==> src/rtl/pbcd_pkg.sv <==
// Purpose: constants for the port B/C/D pin data registers
// Assumes: classic Wishbone, 32-bit data, byte address = 4 * register index
// Notes: one pin kind per port bit, packed into a table below
//
// How it works
// - port B has one 8-bit data register, bit n for pin n, readable and writable.
// - a pin in output mode reads back its stored data bit, not the pin level.
// - a pin in either input mode reads back the level sampled on the pin.
// - power-on reset clears every port data register to zero.
// - manual reset and standby leave every port data register unchanged.
// - a full two-way pin decodes mode 00 peripheral, 01 output, 10 input pulled up, 11 input.
// - in peripheral and input modes a write stores the bit but never drives the pin.
// - port C has two-way pins 4 to 7, output-only pins 0, 2, 3 and input-only pin 1.
// - on port C pins 0, 2, 3 a mode with its upper bit set reads low and drops writes.
// - port C pin 1 stores in mode 00, is dead in mode 01, and is an input in modes 1x.
// - after power-on reset port C pins 4 to 7 are pulled-up inputs and read the pins.
// - port D has six two-way and two input-only pins and resets to zero.
// - port D bits 4 and 6 read low outside input mode and ignore writes.
package pbcd_pkg;

	// ---------------------------------------------------------------
	// register map (index = printed offset, low 12 bits)
	// ---------------------------------------------------------------
	localparam logic [31:0] PORT_B_PIN_DATA_ADDR = 32'ha4000122;
	localparam logic [31:0] PORT_C_PIN_DATA_ADDR = 32'ha4000124;
	localparam logic [31:0] PORT_D_PIN_DATA_ADDR = 32'ha4000126;
	localparam logic [11:0] IDX_B_DATA = PORT_B_PIN_DATA_ADDR[11:0];
	localparam logic [11:0] IDX_C_DATA = PORT_C_PIN_DATA_ADDR[11:0];
	localparam logic [11:0] IDX_D_DATA = PORT_D_PIN_DATA_ADDR[11:0];
	localparam logic [11:0] IDX_B_MODE = 12'h102;
	localparam logic [11:0] IDX_C_MODE = 12'h104;
	localparam logic [11:0] IDX_D_MODE = 12'h106;

	// ---------------------------------------------------------------
	// reset values
	// ---------------------------------------------------------------
	localparam logic [7:0] DATA_RESET = 8'h00;
	localparam logic [15:0] B_MODE_RESET = 16'h0000;
	localparam logic [15:0] C_MODE_RESET = 16'haa00;
	localparam logic [15:0] D_MODE_RESET = 16'h0000;

	// ---------------------------------------------------------------
	// mode codes and pin kinds
	// ---------------------------------------------------------------
	localparam logic [1:0] MODE_PERIPH = 2'h0;
	localparam logic [1:0] MODE_OUTPUT = 2'h1;
	localparam logic [1:0] MODE_IN_PULL = 2'h2;
	localparam logic [1:0] MODE_IN_FLOAT = 2'h3;

	localparam logic [2:0] KIND_BIDIR = 3'h0;
	localparam logic [2:0] KIND_OUT_ONLY = 3'h1;
	localparam logic [2:0] KIND_IN_STORE = 3'h2;
	localparam logic [2:0] KIND_BIDIR_NOPU = 3'h3;
	localparam logic [2:0] KIND_IN_ONLY = 3'h4;

	localparam int NUM_PINS = 24;
	// kind of pin i sits at [3*i +: 3]; bits 23..16 port D, 15..8 port C, 7..0 port B
	localparam logic [71:0] PIN_KIND = {
		3'h3, 3'h4, 3'h3, 3'h4, 3'h0, 3'h0, 3'h0, 3'h0,
		3'h0, 3'h0, 3'h0, 3'h0, 3'h1, 3'h1, 3'h2, 3'h1,
		3'h0, 3'h0, 3'h0, 3'h0, 3'h0, 3'h0, 3'h0, 3'h0};

endpackage : pbcd_pkg

==> src/rtl/pbcd_port_data.sv <==
// Purpose: data registers and mode registers of ports B, C and D on classic Wishbone
// Assumes: pin inputs are synchronous to sys_clk; rstn is the power-on reset
// Notes: ack comes one cycle after the request; data registers are one byte wide
`timescale 1ns/1ps
`default_nettype none
module pbcd_port_data
	import pbcd_pkg::*;
(
	// clock and power-on reset
	input wire logic sys_clk,
	input wire logic rstn,
	// manual reset and standby, both leave the data registers alone
	input wire logic manual_rst_n,
	input wire logic standby,
	// wishbone slave
	input wire logic wb_cyc_i,
	input wire logic wb_stb_i,
	input wire logic wb_we_i,
	input wire logic [31:0] wb_adr_i,
	input wire logic [3:0] wb_sel_i,
	input wire logic [31:0] wb_dat_i,
	output logic [31:0] wb_dat_o,
	output logic wb_ack_o,
	// port B pins
	input wire logic [7:0] port_b_pin_in,
	output logic [7:0] port_b_pin_out,
	output logic [7:0] port_b_pin_oe_n,
	output logic [7:0] port_b_pullup_en,
	// port C pins
	input wire logic [7:0] port_c_pin_in,
	output logic [7:0] port_c_pin_out,
	output logic [7:0] port_c_pin_oe_n,
	output logic [7:0] port_c_pullup_en,
	// port D pins
	input wire logic [7:0] port_d_pin_in,
	output logic [7:0] port_d_pin_out,
	output logic [7:0] port_d_pin_oe_n,
	output logic [7:0] port_d_pullup_en
);

	// ---------------------------------------------------------------
	// state
	// ---------------------------------------------------------------
	logic [23:0] data_ff, nxt_data;
	logic [47:0] mode_ff, nxt_mode;
	logic ack_ff, nxt_ack;
	logic [31:0] rdat_ff, nxt_rdat;

	logic [23:0] pin_level, read_bits, write_ok, drive, pull_up;
	logic [11:0] idx;
	logic req;
	logic wr_fire;

	assign pin_level = {port_d_pin_in, port_c_pin_in, port_b_pin_in};
	assign idx = wb_adr_i[13:2];
	// standby holds new requests off; the master simply waits
	assign req = wb_cyc_i && wb_stb_i && !ack_ff && !standby;
	assign wr_fire = ack_ff && wb_cyc_i && wb_stb_i && wb_we_i;

	// ---------------------------------------------------------------
	// per-pin decode
	// ---------------------------------------------------------------
	// one cell per pin; its kind fixes which mode codes are legal
	generate
		for (genvar i = 0; i < NUM_PINS; i++) begin : g_pin
			pbcd_pin_cell #(
				.KIND(PIN_KIND[3*i +: 3])
			) u_cell (
				.mode(mode_ff[2*i +: 2]),
				.data_bit(data_ff[i]),
				.pin_level(pin_level[i]),
				.read_bit(read_bits[i]),
				.write_ok(write_ok[i]),
				.drive(drive[i]),
				.pull_up(pull_up[i])
			);
		end
	endgenerate

	// pin data straight from the register; enable low only in output mode
	assign port_b_pin_out = data_ff[7:0];
	assign port_c_pin_out = data_ff[15:8];
	assign port_d_pin_out = data_ff[23:16];
	assign port_b_pin_oe_n = ~drive[7:0];
	assign port_c_pin_oe_n = ~drive[15:8];
	assign port_d_pin_oe_n = ~drive[23:16];
	assign port_b_pullup_en = pull_up[7:0];
	assign port_c_pullup_en = pull_up[15:8];
	assign port_d_pullup_en = pull_up[23:16];

	// ---------------------------------------------------------------
	// bus handshake and read data
	// ---------------------------------------------------------------
	// read data is captured with the ack so it is stable for the master's sample
	always_comb begin
		nxt_ack = req && manual_rst_n;
		nxt_rdat = 32'h0000_0000;
		if (req) begin
			case (idx)
				IDX_B_DATA: nxt_rdat = {24'h00_0000, read_bits[7:0]};
				IDX_C_DATA: nxt_rdat = {24'h00_0000, read_bits[15:8]};
				IDX_D_DATA: nxt_rdat = {24'h00_0000, read_bits[23:16]};
				IDX_B_MODE: nxt_rdat = {16'h0000, mode_ff[15:0]};
				IDX_C_MODE: nxt_rdat = {16'h0000, mode_ff[31:16]};
				IDX_D_MODE: nxt_rdat = {16'h0000, mode_ff[47:32]};
				default: nxt_rdat = 32'h0000_0000;
			endcase
		end
	end

	always_ff @(posedge sys_clk or negedge rstn) begin
		if (!rstn) begin
			ack_ff <= 1'b0;
			rdat_ff <= 32'h0000_0000;
		end else begin
			ack_ff <= nxt_ack;
			rdat_ff <= nxt_rdat;
		end
	end

	assign wb_ack_o = ack_ff;
	assign wb_dat_o = rdat_ff;

	// ---------------------------------------------------------------
	// register writes
	// ---------------------------------------------------------------
	// only byte lane 0 reaches a data register; other lanes are dropped
	always_comb begin
		nxt_data = data_ff;
		nxt_mode = mode_ff;
		if (wr_fire) begin
			case (idx)
				IDX_B_DATA: if (wb_sel_i[0]) begin
					nxt_data[7:0] = (wb_dat_i[7:0] & write_ok[7:0]) |
						(data_ff[7:0] & ~write_ok[7:0]);
				end
				IDX_C_DATA: if (wb_sel_i[0]) begin
					nxt_data[15:8] = (wb_dat_i[7:0] & write_ok[15:8]) |
						(data_ff[15:8] & ~write_ok[15:8]);
				end
				IDX_D_DATA: if (wb_sel_i[0]) begin
					nxt_data[23:16] = (wb_dat_i[7:0] & write_ok[23:16]) |
						(data_ff[23:16] & ~write_ok[23:16]);
				end
				IDX_B_MODE: begin
					if (wb_sel_i[0]) nxt_mode[7:0] = wb_dat_i[7:0];
					if (wb_sel_i[1]) nxt_mode[15:8] = wb_dat_i[15:8];
				end
				IDX_C_MODE: begin
					if (wb_sel_i[0]) nxt_mode[23:16] = wb_dat_i[7:0];
					if (wb_sel_i[1]) nxt_mode[31:24] = wb_dat_i[15:8];
				end
				IDX_D_MODE: begin
					if (wb_sel_i[0]) nxt_mode[39:32] = wb_dat_i[7:0];
					if (wb_sel_i[1]) nxt_mode[47:40] = wb_dat_i[15:8];
				end
				default: nxt_data = data_ff;
			endcase
		end
	end

	// only the power-on reset clears; manual reset and standby never touch these
	always_ff @(posedge sys_clk or negedge rstn) begin
		if (!rstn) begin
			data_ff <= {DATA_RESET, DATA_RESET, DATA_RESET};
			mode_ff <= {D_MODE_RESET, C_MODE_RESET, B_MODE_RESET};
		end else begin
			data_ff <= nxt_data;
			mode_ff <= nxt_mode;
		end
	end
endmodule : pbcd_port_data
`default_nettype wire

==> src/rtl/pbcd_pin_cell.sv <==
// Purpose: per-pin mode decode for read source, write permission, drive and pull-up
// Assumes: pin level is synchronous to the system clock
// Notes: purely combinational
`timescale 1ns/1ps
`default_nettype none
module pbcd_pin_cell
	import pbcd_pkg::*;
#(
	parameter logic [2:0] KIND = 3'h0
) (
	// mode and state
	input wire logic [1:0] mode,
	input wire logic data_bit,
	input wire logic pin_level,
	// decoded controls
	output logic read_bit,
	output logic write_ok,
	output logic drive,
	output logic pull_up
);

	// ---------------------------------------------------------------
	// decode
	// ---------------------------------------------------------------
	// reserved codes read low and drop writes so a stray setting cannot drive a pin
	always_comb begin
		read_bit = 1'b0;
		write_ok = 1'b0;
		drive = 1'b0;
		pull_up = 1'b0;
		case (KIND)
			KIND_BIDIR, KIND_BIDIR_NOPU: begin
				write_ok = 1'b1;
				if (mode[1]) begin
					read_bit = pin_level;
					pull_up = (mode == MODE_IN_PULL) && (KIND == KIND_BIDIR);
				end else begin
					read_bit = data_bit;
					drive = (mode == MODE_OUTPUT);
				end
			end
			KIND_OUT_ONLY: begin
				if (!mode[1]) begin
					read_bit = data_bit;
					write_ok = 1'b1;
					drive = (mode == MODE_OUTPUT);
				end
			end
			KIND_IN_STORE: begin
				case (mode)
					MODE_PERIPH: begin
						read_bit = data_bit;
						write_ok = 1'b1;
					end
					MODE_IN_PULL: begin
						read_bit = pin_level;
						write_ok = 1'b1;
						pull_up = 1'b1;
					end
					MODE_IN_FLOAT: begin
						read_bit = pin_level;
						write_ok = 1'b1;
					end
					default: begin
						read_bit = 1'b0;
					end
				endcase
			end
			KIND_IN_ONLY: begin
				// never writable, so its stored bit stays at reset zero
				read_bit = mode[1] & pin_level;
				pull_up = (mode == MODE_IN_PULL);
			end
			default: begin
				read_bit = 1'b0;
			end
		endcase
	end

endmodule : pbcd_pin_cell
`default_nettype wire

==> config.mk <==
export PLATFORM = sky130hd
export DESIGN_NAME = pbcd_port_data
export DESIGN_NICKNAME = d
export VERILOG_FILES = /design/src/rtl/pbcd_pkg.sv /design/src/rtl/pbcd_port_data.sv /design/src/rtl/pbcd_pin_cell.sv
export SDC_FILE = /design/constraint.sdc
export NUM_CORES = 1
export LEC_CHECK = 0
export BUFFER_PORTS_ARGS = -buffer_cell sky130_fd_sc_hd__buf_2
export CORE_ASPECT_RATIO = 1.2
export CORE_MARGIN = 1.5
export CORE_UTILIZATION = 31
export DETAILED_ROUTE_END_ITERATION = 8
export GPL_ROUTABILITY_DRIVEN = 0
export PLACE_DENSITY = 0.65
export SLEW_MARGIN = 10
export SYNTH_ARGS = -nofsm -noshare
export SYNTH_HDL_FRONTEND = slang
export SYNTH_SLANG_ARGS = --single-unit
==> constraint.sdc <==
create_clock -name sys_clk -period 3.2 [get_ports sys_clk]
set_clock_uncertainty 0.1 [all_clocks]
set_input_delay 0.32 -clock sys_clk [delete_from_list [all_inputs] [get_ports sys_clk]]
set_output_delay 0.32 -clock sys_clk [all_outputs]
set_load 0.05 [all_outputs]
# Yosys cells after proc, flatten, opt, wreduce, memory -nomap -nowiden
# Index checks and enable logic that the tools add are counted.
totals:
  in_bits: 99
  elab_cells: 155
  output_inout_bits: 105
  reg_bits: 105
classes:
  reduce_logical: 21
  eq_ne: 47
  muxes: 66
  bitwise: 10
ops:
  columns: ["op", "count"]
  rows:
  - ["$pmux W16 S6", 1]
  - ["$eq A12 B9 Y1 const B", 6]
  - ["$mux W1", 63]
  - ["$eq A2 B1 Y1 const B", 21]
  - ["$eq A2 B2 Y1 const B", 20]
  - ["$mux W32", 1]
  - ["$not A8 Y8", 4]
  - ["$reduce_and A3 Y1", 9]
  - ["$and A8 B8 Y8", 2]
  - ["$or A8 B7 Y8", 1]
  - ["$or A8 B8 Y8", 1]
  - ["$logic_and A1 B1 Y1", 7]
  - ["$reduce_or A3 Y1", 1]
  - ["$and A1 B1 Y1", 2]
  - ["$logic_not A1 Y1", 2]
  - ["$logic_not A2 Y1", 1]
  - ["$pmux W1 S2", 1]
  - ["$reduce_or A2 Y1", 1]

# Longest topological paths before layout
depth:
  depth_word: 6
  depth_mapped: 7
  depth_no_buf: 4

# Cells and area by module
# Synthesis repeated with hierarchy kept, for this count alone.
hier_totals:
  cells_unflattened: 489
  hier_area_um2: 5326.4
modules_own_cells:
  columns: ["module", "area_per_inst_um2", "seq_area_each_um2", "cells_per_inst", "instances"]
  rows:
  - ["pbcd_port_data", 4396.7, 2232.1, 366, 1]
  - ["pbcd_pin_cell (g_pin[0].u_cell ...)", 40.0, 0.0, 5, 16]
  - ["pbcd_pin_cell (g_pin[21].u_cell ...)", 46.3, 0.0, 6, 2]
  - ["pbcd_pin_cell (g_pin[10].u_cell ...)", 27.5, 0.0, 5, 3]
  - ["pbcd_pin_cell (g_pin[20].u_cell ...)", 38.8, 0.0, 5, 2]
  - ["pbcd_pin_cell (g_pin[9].u_cell)", 36.3, 0.0, 6, 1]

# Worst setup path before layout
# OpenSTA, ideal clock, no wires.
synth_timing:
  kind: "register -> register"
  startpoint: "register ack_ff, in the netlist wb_ack_o"
  endpoint: "register mode_ff[10]"
  synth_period_minus_slack_ns: 2.059
  path_buffers: 0
  setup_time_ns: 0.125
  arrival_ns: 1.834
  path_stages_with_launch: 5
  path_slack_ns: 1.141
  required_ns: 2.975
  cell_sequence: "dfrtp_1 and4_1 nand2_1 nor3_2 mux2_2"
synth_between:
  elab_chain_len: 4
synth_rtl:
  columns: ["element", "line", "source"]
  rows:
  - ["from (decl)", "pbcd_port_data.sv:46", "logic ack_ff, nxt_ack;"]
  - ["from (signal assigned)", "pbcd_port_data.sv:116", "ack_ff <= nxt_ack;"]
  - ["$logic_and A1 B1 Y1 (3 in a row)", "pbcd_port_data.sv:58", "assign wr_fire = ack_ff && wb_cyc_i && wb_stb_i && wb_we_i;"]
  - ["$reduce_and A3 Y1 (no line)", null, null]
  - ["to (signal assigned)", "pbcd_port_data.sv:166", "mode_ff <= {D_MODE_RESET, C_MODE_RESET, B_MODE_RESET};"]
  - ["to (signal assigned)", "pbcd_port_data.sv:169", "mode_ff <= nxt_mode;"]
  - ["to (decl)", "pbcd_port_data.sv:45", "logic [47:0] mode_ff, nxt_mode;"]
# Every way passes these cells.
# A chain may end at the register's enable or synchronous reset.

# Worst setup path after layout
layout_timing:
  startpoint: "input port wb_adr_i[3]"
  endpoint: "register data_ff[5]"
layout_between:
  elab_chain_len: 2
layout_rtl:
  columns: ["element", "line", "source"]
  rows:
  - ["from (decl)", "pbcd_port_data.sv:19", "input wire logic [31:0] wb_adr_i,"]
  - ["$eq A12 B9 Y1", "pbcd_port_data.sv:132", "case (idx)"]
  - ["$reduce_and A3 Y1 (no line)", null, null]
  - ["to (signal assigned)", "pbcd_port_data.sv:165", "data_ff <= {DATA_RESET, DATA_RESET, DATA_RESET};"]
  - ["to (signal assigned)", "pbcd_port_data.sv:168", "data_ff <= nxt_data;"]
  - ["to (decl)", "pbcd_port_data.sv:44", "logic [23:0] data_ff, nxt_data;"]
# Every way passes these cells.

==> impl_metrics.tcl <==
set metrics [dict create \
    post-synth-top-count-cell "dfrtp_1" \
    critPathKind "in2reg" \
    clock_tree.root_cell "clkbuf_16" \
    min_path_type "in2reg" \
    dieArea_mm2 0.01653 \
    hpwl_um 10090 \
    reg2reg_slack_ns 1.06 \
    ios 204 \
    synth_ff_type "dfrtp_1" \
    clkLatencyLatePin_ns 0.34 \
    ir_drop_v 0.0001900 \
    synthDistinctLibCells 53 \
    vias 3551 \
    finalHoldViolations 0 \
    chipHeight_um 140.5 \
    drt_pass1_iterations 4 \
    synth_seq_cells 87 \
    max_freq_mhz 441.0 \
    clock_path_buffers 2 \
    layoutNonFillerInstCount 742 \
    critPathLaunchType "input pin" \
    endpoint "data_ff[5]" \
    finalNetCount 628 \
    drive_gt1_share_pct 49.81 \
    yosys.area.top_type_share_pct 42.50 \
    grt_max_degree 32 \
    cts_buffers 9 \
    place_ws_ns 0.5947 \
    wl_per_cell_um 17.63 \
    numPlacedInstances 725 \
    rsz0062_at_grt "no" \
    drc 0 \
    synthArstFlopShare_pct 100.0 \
    drv_slew 0 \
    syn_inst 423 \
    start_util_pct 31.50 \
    grt_pass1_vias 3518 \
    ys_top_cells_by_area "dfrtp_1, mux2_2, buf_4, mux2i_1, nor2b_1" \
    ys_seq_area_share_pct 44.65 \
    antenna_violating_nets_post_route 0 \
    grt_usage_pct 16.01 \
    core_area_mm2 0.01551 \
    path_clk_slew_ns 0.06 \
    synth_edf_count 0 \
    yosysWarningCount 0 \
    p_per_area_mw_per_mm2 409.2 \
    yosys-top-cells-count "dfrtp_1, mux2_2, buf_4" \
    antenna_found_initial 0 \
    tritoncts "done" \
    die-width_um 117.6 \
    grt_pass1_wl_um 19870 \
    fin_ws_ns 0.9324 \
    grt_overflow 0 \
    cts.htree.levels 3 \
    worst_ep_required_time_ns 3.33 \
    cts_resized 0 \
    post-route-period-util_pct 70.86 \
    crit_path_start "wb_adr_i[3]" \
    tightest_slew_ns 0.9027 \
    max_slew_margin_pct 39.76 \
    clkSinkCount 87 \
    fin_crit_ns 2.268 \
    r2r_start "wb_ack_o" \
    synth_top_area_cell "dfrtp_1" \
    reg2reg_depth 5 \
    rr_endpoint "data_ff[5]" \
    drt_iter0_drc 202 \
    status "completed" \
    viasPerCell 4.786 \
    diodes 0 \
    tns_ns 0 \
    power_leakage_nw 2.882 \
    worstPathArrival_ns 2.39 \
    syn_area_per_cell_um2 11.55 \
    routed_wl_um 13080 \
    netlist_area_mm2 0.004887 \
    area_growth_pct 17.92 \
    io_buffers 136 \
    setup-violations-final 0 \
    cap_viol_max_count 0 \
    placementRows 50 \
    crit_fanout 13 \
    cp-end-kind "flip-flop" \
]
==> area by class of cell <==
| cell class | instances | area [um2] |
|---|---|---|
| Inverter | 5 | 18.77 |
| Clock buffer | 12 | 256.5 |
| Tap cell | 208 | 260.3 |
| Timing Repair Buffer | 148 | 775.7 |
| Fill cell | 1589 | 9752 |
| Multi-Input combinational cell | 278 | 2217 |
| Clock inverter | 4 | 52.55 |
| Sequential cell | 87 | 2182 |
==> stage by stage <==
stage          utilization, %  hold WS [ns]  total power (W)  instance area (um2)
2_1_floorplan               -      -0.07559         0.001245                 4977
3_3_place_gp            35.09        0.1522         0.001306                 5444
3_5_place_dp            35.09        0.1591         0.001309                 5444
4_1_cts                 37.15       0.08687         0.002386                 5763
5_1_grt                 37.15       0.09348         0.002439                 5763
6_report                37.15       0.09766         0.002358                 5763
==> routing by layer <==
metal	part of all wire, %	GRT usage [%]
met1	42	19.93
met2	49	26.87
met3	6.1	3.013
met4	2.8	7.510
met5	0	0
==> logic make-up after synthesis <==
group | synth area share, %
mux | 23.19
buf+inv | 11.83
simple gates | 15.34
flops | 44.65
compound gates | 4.839
other cells | 0.1537
==> flip-flops by register name (all words and copies together) (netlist names) <==
name,count
mode_ff,48
wb_ack_o,1
wb_dat_o,16
data_ff,22
==> placed cells by master (no fill, tap or decap), types with 12 or more instances in the layout <==
cell      instances
buf_2           135
dfrtp_1          83
mux2_2           81
conb_1           26
nand2_1          21
nor2b_1          21
mux2i_1          21
nand2b_1         18
nor2_1           13
buf_4            12
==> worst min-delay path by stage <==
stage	from	endpoint	slack, ns	cells after the start
after detailed placement	rstn	mode_ff[11]	0.16	1
final	manual_rst_n	wb_ack_o	0.1	2
after floorplan	rstn	data_ff[0]	-0.08	0
after global routing	manual_rst_n	wb_ack_o	0.09	2
after global placement	rstn	mode_ff[11]	0.15	1
after CTS	manual_rst_n	wb_ack_o	0.09	2
==> power by group <==
group / leakage (nW) / internal (W) / switching [W]
Sequential: 1.20 / 0.00110 / 0.000000310
Combinational: 1.53 / 0.0000423 / 0.000145
Clock: 0.153 / 0.000650 / 0.000420
Total: 2.88 / 0.00179 / 0.000565
==> worst max-delay path, stage by stage <==
cell and delay [ns]:
buf_2 0.24, or3b_2 0.55, nor2_1 0.11, buf_4 0.14, and3_1 0.46, buf_4 0.24
mux2_2 0.33
==> repair_timing <==
| item | in CTS | in global routing |
|---|---|---|
| buffers inserted | 0 | 0 |
| hold buffers | 1 | 0 |
| hold endpoints to repair | 25 | 0 |
| endpoints found under the setup margin | 0 | 0 |
Note: power is estimated with default switching activity, not from simulation.
